$ cat src/rtl/ppm_pkg.sv
/*
 * Package for the port pin mode and output mux block: register offsets,
 * field positions, reset values, mode codes and carrier structs.
 * Assumes an 8-bit register port with byte offsets as printed.
 */
package ppm_pkg;

	// ==========================================================
	// Register offsets
	localparam logic [7:0] ppm_off_p1_low  = 8'h00_a2;
	localparam logic [7:0] ppm_off_p1_high = 8'h00_a3;
	localparam logic [7:0] ppm_off_p3_low  = 8'h00_a4;
	localparam logic [7:0] ppm_off_p3_high = 8'h00_a5;
	localparam logic [7:0] ppm_off_pinopt  = 8'h00_a6;

	// ==========================================================
	// Reset values
	localparam logic [7:0] ppm_rst_p1_low  = 8'h00_55;
	localparam logic [7:0] ppm_rst_p1_high = 8'h00_55;
	localparam logic [7:0] ppm_rst_p3_low  = 8'h00_55;
	localparam logic [7:0] ppm_rst_p3_high = 8'h00_15;
	localparam logic [7:0] ppm_rst_pinopt  = 8'h00_00;

	// ==========================================================
	// Pin option field positions
	localparam int ppm_bit_twowire_sel = 6;
	localparam int ppm_bit_clk_half_oe = 5;
	localparam int ppm_bit_t2_oe       = 4;
	localparam int ppm_bit_sink_grp2   = 3;
	localparam int ppm_bit_sink_grp1   = 2;
	localparam int ppm_bit_sink_grp0   = 1;
	localparam int ppm_bit_t0_oe       = 0;
	localparam logic [7:0] ppm_pinopt_mask = 8'h00_7f;

	// ==========================================================
	// Mode codes and divider figures
	localparam logic [1:0] ppm_mode_analog = 2'h3;
	localparam int         ppm_p1_analog_pins = 6;
	localparam int         ppm_p3_analog_pins = 4;
	localparam logic [5:0] ppm_t0_div_last = 6'h3f; // Divide by 64
	localparam int         ppm_p1_pin_t2   = 0;
	localparam int         ppm_p1_pin_clk  = 4;
	localparam int         ppm_p3_pin_t0   = 4;

	// Pin modes, one two-bit code per pin
	typedef logic [7:0][1:0] ppm_port_modes_t;

	// Pad controls of one 8-bit port
	typedef struct packed {
		logic [7:0][1:0] mode;        // Stored mode code per pin, passed through undecoded
		logic [7:0]      analog;      // Pin routed to ADC
		logic [7:0]      strong_sink; // High-sink drive
		logic [7:0]      alt_out_en;  // Alternate output selected
		logic [7:0]      alt_out;     // Alternate output value
	} ppm_port_ctrl_t;

	// Two-wire pin routing
	typedef struct packed {
		logic on_p3_pins_0_1; // Pair on port-3 pins 0/1
		logic on_p3_pins_4_5; // Pair on port-3 pins 4/5
	} ppm_twowire_route_t;

endpackage
$ cat src/rtl/ppm_pin_mux.sv
/*
 * Pin mode registers and output mux for ports 1 and 3, plus high-sink
 * group enables and divided clock / timer overflow outputs.
 * Assumes one clock, synchronous inputs and timer overflow pulses one
 * cycle wide on the same clock.
 */
// The implementer's own choice: strobed register access.
// What this block does
// - Every port-1 pin has a two-bit mode field choosing modes zero to three, reset to 01.
// - Mode three on port-1 pins 0 to 5 routes the pin to the ADC; pins 6 and 7 get no analog path.
// - Port-3 pins 0 to 3 have two-bit mode fields reset to 01 and mode three routes them to the ADC.
// - Port-3 pins 4 to 7 have two-bit mode fields with no analog option; pins 4 to 6 reset to 01, pin 7 to 00.
// - The two-wire pin select puts clock and data on port-3 pins 4/5 when clear and pins 0/1 when set.
// - Option bit 5 drives the system clock divided by two onto port-1 pin 4.
// - Option bit 4 drives the timer-2 overflow rate divided by two onto port-1 pin 0.
// - Option bit 0 drives the timer-0 overflow rate divided by sixty-four onto port-3 pin 4.
// - Option bit 3 enables high sink on port-1 pins 0 to 7.
// - Option bit 2 enables high sink on port-0 pins 4 to 7 and port-3 pins 0 to 3.
// - Option bit 1 enables high sink on port-0 pins 0 to 3, port-2 pins 0 and 1 and port-3 pins 4 to 7.
`timescale 1ns/1ps

module ppm_pin_mux (
	input  wire logic                         clk,             // 25 MHz system clock
	input  wire logic                         reset,           // Synchronous, active high
	input  wire logic [7:0]                   reg_addr,        // Register offset
	input  wire logic [7:0]                   reg_wdata,       // Write data
	input  wire logic                         reg_wr,          // Write strobe
	input  wire logic                         reg_rd,          // Read strobe
	output logic      [7:0]                   reg_rdata,       // Read data, cycle after strobe
	input  wire logic                         timer2_overflow, // Timer-2 overflow pulse
	input  wire logic                         timer0_overflow, // Timer-0 overflow pulse
	output ppm_pkg::ppm_port_ctrl_t           port1_ctrl,      // Port-1 pad controls
	output ppm_pkg::ppm_port_ctrl_t           port3_ctrl,      // Port-3 pad controls
	output logic      [7:0]                   port0_strong_sink, // Port-0 high sink
	output logic      [1:0]                   port2_strong_sink, // Port-2 pins 0/1 high sink
	output ppm_pkg::ppm_twowire_route_t       twowire_route    // Two-wire pin routing
);

	// ==========================================================
	// Configuration registers
	ppm_pkg::ppm_port_modes_t port1_modes_ff;
	ppm_pkg::ppm_port_modes_t port3_modes_ff;
	logic [7:0]               pin_option_ff;
	logic [7:0]               reg_rdata_ff;

	// Option bit views
	logic twowire_pin_pair_select;
	logic sysclk_half_out_enable;
	logic timer2_toggle_out_enable;
	logic timer0_div64_out_enable;
	logic group0_strong_sink_enable;
	logic group1_strong_sink_enable;
	logic group2_strong_sink_enable;

	// Divided outputs
	logic       sysclk_half_output_ff;
	logic       timer2_toggle_output_ff;
	logic       timer0_div64_output_ff;
	logic [5:0] timer0_count_ff;

	// Analog decode per pin
	function automatic logic is_analog(input logic [1:0] code);
		is_analog = (code == ppm_pkg::ppm_mode_analog);
	endfunction

	// ==========================================================
	// Register writes
	// Port-1 modes, all fields reset to Mode1
	always_ff @(posedge clk) begin
		if (reset) begin
			port1_modes_ff <= {ppm_pkg::ppm_rst_p1_high, ppm_pkg::ppm_rst_p1_low};
		end else if (reg_wr && reg_addr == ppm_pkg::ppm_off_p1_low) begin
			port1_modes_ff[3:0] <= reg_wdata;
		end else if (reg_wr && reg_addr == ppm_pkg::ppm_off_p1_high) begin
			port1_modes_ff[7:4] <= reg_wdata;
		end
	end

	// Port-3 modes; pin 7 alone resets to Mode0
	always_ff @(posedge clk) begin
		if (reset) begin
			port3_modes_ff <= {ppm_pkg::ppm_rst_p3_high, ppm_pkg::ppm_rst_p3_low};
		end else if (reg_wr && reg_addr == ppm_pkg::ppm_off_p3_low) begin
			port3_modes_ff[3:0] <= reg_wdata;
		end else if (reg_wr && reg_addr == ppm_pkg::ppm_off_p3_high) begin
			port3_modes_ff[7:4] <= reg_wdata;
		end
	end

	// Pin option register; bit 7 is unused and holds zero
	always_ff @(posedge clk) begin
		if (reset) begin
			pin_option_ff <= ppm_pkg::ppm_rst_pinopt;
		end else if (reg_wr && reg_addr == ppm_pkg::ppm_off_pinopt) begin
			pin_option_ff <= reg_wdata & ppm_pkg::ppm_pinopt_mask;
		end
	end

	// ==========================================================
	// Register reads, data valid in the next cycle only
	always_ff @(posedge clk) begin
		if (reset) begin
			reg_rdata_ff <= 8'h00_00;
		end else if (reg_rd) begin
			if (reg_addr == ppm_pkg::ppm_off_p1_low) begin
				reg_rdata_ff <= port1_modes_ff[3:0];
			end else if (reg_addr == ppm_pkg::ppm_off_p1_high) begin
				reg_rdata_ff <= port1_modes_ff[7:4];
			end else if (reg_addr == ppm_pkg::ppm_off_p3_low) begin
				reg_rdata_ff <= port3_modes_ff[3:0];
			end else if (reg_addr == ppm_pkg::ppm_off_p3_high) begin
				reg_rdata_ff <= port3_modes_ff[7:4];
			end else if (reg_addr == ppm_pkg::ppm_off_pinopt) begin
				reg_rdata_ff <= pin_option_ff;
			end else begin
				reg_rdata_ff <= 8'h00_00; // Unmapped reads as zero
			end
		end else begin
			reg_rdata_ff <= 8'h00_00; // Zero outside the answer cycle
		end
	end
	assign reg_rdata = reg_rdata_ff;

	// ==========================================================
	// Option bit views
	assign twowire_pin_pair_select   = pin_option_ff[ppm_pkg::ppm_bit_twowire_sel];
	assign sysclk_half_out_enable    = pin_option_ff[ppm_pkg::ppm_bit_clk_half_oe];
	assign timer2_toggle_out_enable  = pin_option_ff[ppm_pkg::ppm_bit_t2_oe];
	assign timer0_div64_out_enable   = pin_option_ff[ppm_pkg::ppm_bit_t0_oe];
	assign group0_strong_sink_enable = pin_option_ff[ppm_pkg::ppm_bit_sink_grp0];
	assign group1_strong_sink_enable = pin_option_ff[ppm_pkg::ppm_bit_sink_grp1];
	assign group2_strong_sink_enable = pin_option_ff[ppm_pkg::ppm_bit_sink_grp2];

	// ==========================================================
	// Divided outputs
	// System clock halved: toggles every cycle while enabled, rests low otherwise
	always_ff @(posedge clk) begin
		if (reset || !sysclk_half_out_enable) begin
			sysclk_half_output_ff <= 1'b0;
		end else begin
			sysclk_half_output_ff <= ~sysclk_half_output_ff;
		end
	end

	// Timer-2 overflow halved by toggling on each overflow
	always_ff @(posedge clk) begin
		if (reset || !timer2_toggle_out_enable) begin
			timer2_toggle_output_ff <= 1'b0;
		end else if (timer2_overflow) begin
			timer2_toggle_output_ff <= ~timer2_toggle_output_ff;
		end
	end

	// Timer-0 overflow by 64: toggle every 32 overflows gives a full period of 64
	always_ff @(posedge clk) begin
		if (reset || !timer0_div64_out_enable) begin
			timer0_count_ff        <= 6'h00;
			timer0_div64_output_ff <= 1'b0;
		end else if (timer0_overflow) begin
			timer0_count_ff <= timer0_count_ff + 6'h01;
			timer0_div64_output_ff <= timer0_count_ff[4:0] == ppm_pkg::ppm_t0_div_last[4:0]
				? ~timer0_div64_output_ff : timer0_div64_output_ff;
		end
	end

	// ==========================================================
	// Per-pin mode and analog routing
	genvar gi;
	generate
		for (gi = 0; gi < 8; gi++) begin : g_pin
			// Mode code passed straight to pads
			assign port1_ctrl.mode[gi] = port1_modes_ff[gi];
			assign port3_ctrl.mode[gi] = port3_modes_ff[gi];
			// Only the low pins of each port have an ADC path
			assign port1_ctrl.analog[gi] = (gi < ppm_pkg::ppm_p1_analog_pins)
				&& is_analog(port1_modes_ff[gi]);
			assign port3_ctrl.analog[gi] = (gi < ppm_pkg::ppm_p3_analog_pins)
				&& is_analog(port3_modes_ff[gi]);
		end
	endgenerate

	// ==========================================================
	// High-sink groups
	assign port1_ctrl.strong_sink = {8{group2_strong_sink_enable}};
	assign port3_ctrl.strong_sink = {{4{group0_strong_sink_enable}},
		{4{group1_strong_sink_enable}}};
	assign port0_strong_sink = {{4{group1_strong_sink_enable}},
		{4{group0_strong_sink_enable}}};
	assign port2_strong_sink = {2{group0_strong_sink_enable}};

	// ==========================================================
	// Alternate outputs onto fixed pins
	// Built in local vectors so no struct field mixes process and assign drivers
	logic [7:0] p1_alt_en;
	logic [7:0] p1_alt_val;
	logic [7:0] p3_alt_en;
	logic [7:0] p3_alt_val;

	always_comb begin
		p1_alt_en  = 8'h00_00;
		p1_alt_val = 8'h00_00;
		p1_alt_en[ppm_pkg::ppm_p1_pin_t2]   = timer2_toggle_out_enable;
		p1_alt_val[ppm_pkg::ppm_p1_pin_t2]  = timer2_toggle_output_ff;
		p1_alt_en[ppm_pkg::ppm_p1_pin_clk]  = sysclk_half_out_enable;
		p1_alt_val[ppm_pkg::ppm_p1_pin_clk] = sysclk_half_output_ff;
	end

	always_comb begin
		p3_alt_en  = 8'h00_00;
		p3_alt_val = 8'h00_00;
		p3_alt_en[ppm_pkg::ppm_p3_pin_t0]  = timer0_div64_out_enable;
		p3_alt_val[ppm_pkg::ppm_p3_pin_t0] = timer0_div64_output_ff;
	end

	// Hand the vectors to the pad structs
	assign port1_ctrl.alt_out_en = p1_alt_en;
	assign port1_ctrl.alt_out    = p1_alt_val;
	assign port3_ctrl.alt_out_en = p3_alt_en;
	assign port3_ctrl.alt_out    = p3_alt_val;

	// Two-wire pair routing; exactly one pair is active
	assign twowire_route.on_p3_pins_0_1 = twowire_pin_pair_select;
	assign twowire_route.on_p3_pins_4_5 = ~twowire_pin_pair_select;

endmodule

$ cat config.mk
export PLATFORM = sky130hd
export DESIGN_NAME = ppm_pin_mux
export DESIGN_NICKNAME = d
export VERILOG_FILES = /design/src/rtl/ppm_pkg.sv /design/src/rtl/ppm_pin_mux.sv
export SDC_FILE = /design/constraint.sdc
export NUM_CORES = 1
export LEC_CHECK = 0
export BUFFER_PORTS_ARGS = -buffer_cell sky130_fd_sc_hd__clkbuf_2
export CELL_PAD_IN_SITES_DETAIL_PLACEMENT = 0
export CELL_PAD_IN_SITES_GLOBAL_PLACEMENT = 1
export CORE_ASPECT_RATIO = 1.4
export CORE_MARGIN = 2
export CORE_UTILIZATION = 29
export DETAILED_ROUTE_END_ITERATION = 8
export GPL_TIMING_DRIVEN = 0
export PLACE_DENSITY = 0.76
export SYNTH_ARGS = -nofsm -noshare
export SYNTH_HDL_FRONTEND = slang
export SYNTH_SLANG_ARGS = --single-unit
$ cat constraint.sdc
create_clock -name clk -period 2 [get_ports clk]
set_input_delay 0.3 -clock clk [delete_from_list [all_inputs] [get_ports clk]]
set_output_delay 0.3 -clock clk [all_outputs]
set_load 0.01 [all_outputs]
# Word level (Yosys, flattened, before mapping)
# Cells that the tools add are included.
[word_totals]
regBits = 56
word_cells = 66
[classes]
n_reduce_logical = 15
muxes = 5
bitwise_logic = 7
addsub = 1
n_eq_ne = 16
[ops]
columns = ["operator", "n"]
rows = [
  ["8-bit == test (second input constant)", 5],
  ["8-bit 2-to-1 mux", 4],
  ["2-bit == test (second input constant)", 10],
  ["7-bit 2-to-1 mux", 1],
  ["1-bit NOT", 7],
  ["6-bit by 1-bit adder with 6-bit output (second input constant)", 1],
  ["2-bit AND reduction", 3],
  ["5-bit == test (second input constant)", 1],
  ["1-bit logical AND", 5],
  ["1-bit logical NOT", 3],
  ["1-bit logical OR", 3],
  ["2-bit OR reduction", 1],
]

# Longest topological paths before layout
[logic_depth]
ltp_word = 6
ltp_mapped = 6

# Worst setup path before layout
# Ideal clock, no wire load.
[synth_path]
path_kind = "in2reg"
startpoint = "in reg_addr[0]"
endpoint = "reg port3_modes_ff, in the netlist port3_ctrl[32]"
n_path_buf = 2
slack_ns = 0.130
arrival_time_ns = 1.750
setup_ns = 0.120
required_time_ns = 1.880
cell_stages = 5
path_cell_list = "or4b_1 buf_2 or3_4 buf_6 a211o_1"
[synth_between]
elab_chain_len = 2
[synth_lines]
columns = ["item", "line", "rtl"]
rows = [
  ["start: declaration", "ppm_pin_mux.sv:25", "input wire logic [7:0] reg_addr,"],
  ["8-bit == test", "ppm_pin_mux.sv:83", "end else if (reg_wr && reg_addr == ppm_pkg::ppm_off_p3_low) begin"],
  ["1-bit logical AND", "ppm_pin_mux.sv:83", ""],
  ["end signal: assignment", "ppm_pin_mux.sv:82", "port3_modes_ff <= {ppm_pkg::ppm_rst_p3_high, ppm_pkg::ppm_rst_p3_low};"],
  ["end: declaration", "ppm_pin_mux.sv:42", "ppm_pkg::ppm_port_modes_t port3_modes_ff;"],
]
# No other way between the ends.
# A chain may end at the register's enable or synchronous reset.

# Worst setup path in the final report
[layout_path]
startpoint = "in reg_addr[2]"
endpoint = "reg port1_modes_ff, in the netlist port1_ctrl[40]"
[layout_between]
elab_chain_len = 4
word_cells_on_any_way = 6
cone_classes = "eq/ne (2); bitwise (1); reduce/logical (3)"
[layout_lines]
columns = ["item", "line", "rtl"]
rows = [
  ["8-bit == test", "ppm_pin_mux.sv:72", "end else if (reg_wr && reg_addr == ppm_pkg::ppm_off_p1_low) begin"],
  ["1-bit logical AND", "ppm_pin_mux.sv:72", ""],
  ["1-bit NOT (no line)", "--", ""],
  ["2-bit AND reduction (no line) *", "--", ""],
  ["end signal: assignment", "ppm_pin_mux.sv:71", "port1_modes_ff <= {ppm_pkg::ppm_rst_p1_high, ppm_pkg::ppm_rst_p1_low};"],
  ["end: declaration", "ppm_pin_mux.sv:41", "ppm_pkg::ppm_port_modes_t port1_modes_ff;"],
]
# Every way passes the cells marked *; elsewhere a longest branch is shown, timed or not.

==> results.ini <==
[logic_synthesis]
avgSynthCellArea_sq_um=8.758
synth_cell_types=37
synth_top_area_share=0.3892
synthTopCellsByCount=buf_4, dfxtp_1, nor2_1
yosys.area.top_type=dfxtp_1
synth_edf_count=0
syn_inst=323
synth_flop_cell=dfxtp_1
syn_area_sq_um=2829
async_flop_share=0
synth-seq-cells=55
synthTopCellsByArea=dfxtp_1, buf_4, mux2i_1
yosysWarningCount=0
post-synth-top-count-cell=buf_4
seq_area_frac_synth=0.3892

[routing]
first_iter_violations=169
viasPerCell=4.497
drt_wl_total_mm=8.220
drcViolationCount=0
vias=2586
wire_per_inst_um=14.30
drtAntennaViolNets=0
dr.pass1.iters=4

[floorplanning]
start_util=0.2991
fp-row-count=42
num_io_pins=138
die_w_um=87.48
die_area_sq_um=10570
core-area_sq_um=9459
fp.dieH_um=120.9

[power_and_ir_drop]
power.density_nw_per_um2=571.5
total_power_uw=2137
p_leak_uw=0.001878
ir_drop_uv=342.0

[hold_path]
whs_path_depth=2
hp-class=input pin to register

[sta]
hold_violations=0
finalWorstSetupSlack_ns=0.1740
finalSetupViolCount=0
skew_ns=0.004126
relSlewSlack=0.5530
rsz0062_at_grt=false
post-route-min-period_ns=1.826
worstMarginPinSlew_ns=0.6705
fmax_mhz=547.6
slew_viol_final=0
post-route-period-util=0.9130

[finish]
fillers=1006
antenna_cells=0
drive_gt1_frac=0.3785
layout.nets=488
final-seq-area_sq_um=1101
synthToLayoutAreaGrowth_pct=32.15
multi_input_area_sq_um=1272

[global_route]
grtUsageMet2=0.2557
grtUsageMet3=0.03333
grt_usage=0.1493
antenna_found_initial=0
first_global_vias=2242
grt_use_met1=0.1755
grt.busiest_layer=met2
globalRoute.totalOverflow=0
grt_max_degree=17
grt_pass1_wl_mm=11.87

[setup_path]
required_ns=2.19
endpoint_kind=register
cp_cell_sequence=clkbuf_2 > or3b_2 > nor3_1 > buf_2 > nor2b_1 > a211o_1
reg2reg_depth=4
cp.arrival_ns=2.01
r2r_setup_slack_ns=0.67
critPathTopFamily=simple AND/OR/NAND/NOR gates
worstSetupPathType=input pin to register
critPathSlowestCell=or3b_2
crit_path_max_fanout=10
path_buf_inv=2
start_kind=input pin
cpPeakStageDelay_ns=0.53
cp.depth=6

[place]
hpwl_mm=6.340
dp_slack_ns=-0.1015
gp_congestion=0.8468
io_buffers=103

[clock_tree]
cts_setup_buffers=0
cts_root_buf=clkbuf_16
clkTransAtPathRegs_ns=0.07
holdBufCountCts=0
cts.path.max_buffers=2
htree_levels=2
tritoncts.num_buffers=5
cts.sinks=55
cts_resized=0
cts_tree=yes
insertion_delay_ns=0.29

[run_status]
outcome=finished clean

[flow_run]
drv_cap=0

cell usage in the layout (no fill, tap or decap), types with 2 or more instances in the layout:
| cell | n |
|---|---|
| a211o_1 | 15 |
| a21oi_1 | 10 |
| a221oi_1 | 7 |
| and2_1 | 7 |
| buf_2 | 4 |
| buf_4 | 58 |
| clkbuf_1 | 12 |
| clkbuf_16 | 5 |
| clkbuf_2 | 103 |
| clkinv_2 | 3 |
| conb_1 | 32 |
| dfxtp_1 | 55 |
| ha_1 | 2 |
| inv_1 | 15 |
| mux2i_1 | 22 |
| nand2_1 | 7 |
| nand2b_1 | 10 |
| nand3_1 | 4 |
| nor2_1 | 40 |
| nor2b_1 | 13 |
| nor3_1 | 4 |
| nor3b_1 | 3 |
| o211ai_1 | 6 |
| o21ai_0 | 8 |
| or4_1 | 2 |
| xnor2_1 | 2 |
| xor2_1 | 3 |
state kept, by name, indices dropped and copies added, names as in the netlist:
| name | count |
|---|---|
| timer0_div64_output_ff | 1 |
| pin_option_ff | 7 |
| timer2_toggle_output_ff | 1 |
| sysclk_half_output_ff | 1 |
| timer0_count_ff | 5 |
| port3_ctrl | 16 |
| port1_ctrl | 16 |
| reg_rdata | 8 |
metrics by stage:
stage	util	instance area [sq um]	setup TNS [ns]	hold WS, ns	std cells
6_report	0.3952	3739	0	0.2784	575
5_1_grt	0.3952	3739	0	0.2795	575
4_1_cts	0.3952	3739	0	0.2741	575
3_5_place_dp	0.3804	3598	-0.7829	0.4135	567
3_3_place_gp	0.3804	3598	-0.4262	0.4112	567
2_1_floorplan	-	2945	0	0.3978	354
routing by layer:
layer / share of wire / wire [um]
met5: 0 / 0
met4: 0.027 / 225
met3: 0.060 / 495
met2: 0.51 / 4218
met1: 0.40 / 3281
where the power goes:
| group | leakage (uW) | switching (uW) | internal, uW |
|---|---|---|---|
| sequential | 0.000444 | 1.55 | 1100 |
| clock | 0.0000733 | 388 | 458 |
| combinational | 0.00136 | 113 | 79.9 |
| total | 0.00188 | 503 | 1630 |
final cells by class:
cell class / instances / area share
clock buffers: 5 / 0.03347
well taps: 110 / 0.03681
flip-flops and latches: 55 / 0.2945
inverters: 15 / 0.01506
plain buffers: 76 / 0.1379
clock inverters: 3 / 0.004016
repair buffers: 103 / 0.1379
multi-input cells: 208 / 0.3404
cells by family (layout without fill, tap and decap cells):
| family | Yosys count | in the layout | share of synthesized area |
|---|---|---|---|
| xor+xnor | 5 | 5 | 0.01548 |
| other cells | 1 | 32 | 0.001326 |
| fa+ha+maj | 2 | 2 | 0.008844 |
| buf+inv | 91 | 202 | 0.2021 |
| compound gates | 50 | 50 | 0.1278 |
| flops | 55 | 55 | 0.3892 |
| mux | 22 | 22 | 0.07784 |
| simple gates | 97 | 97 | 0.1774 |
worst paths after layout:
| kind | startpoint | to |
|---|---|---|
| worst max register to register | pin_option_ff[1] | reg_rdata[1] |
| worst min-delay path | reg_wdata[2] | port1_ctrl[42] |
| worst max-delay path | reg_addr[2] | port1_ctrl[40] |
| worst min register to register | sysclk_half_output_ff | sysclk_half_output_ff |
No activity file was read; power rests on OpenSTA's default activity.
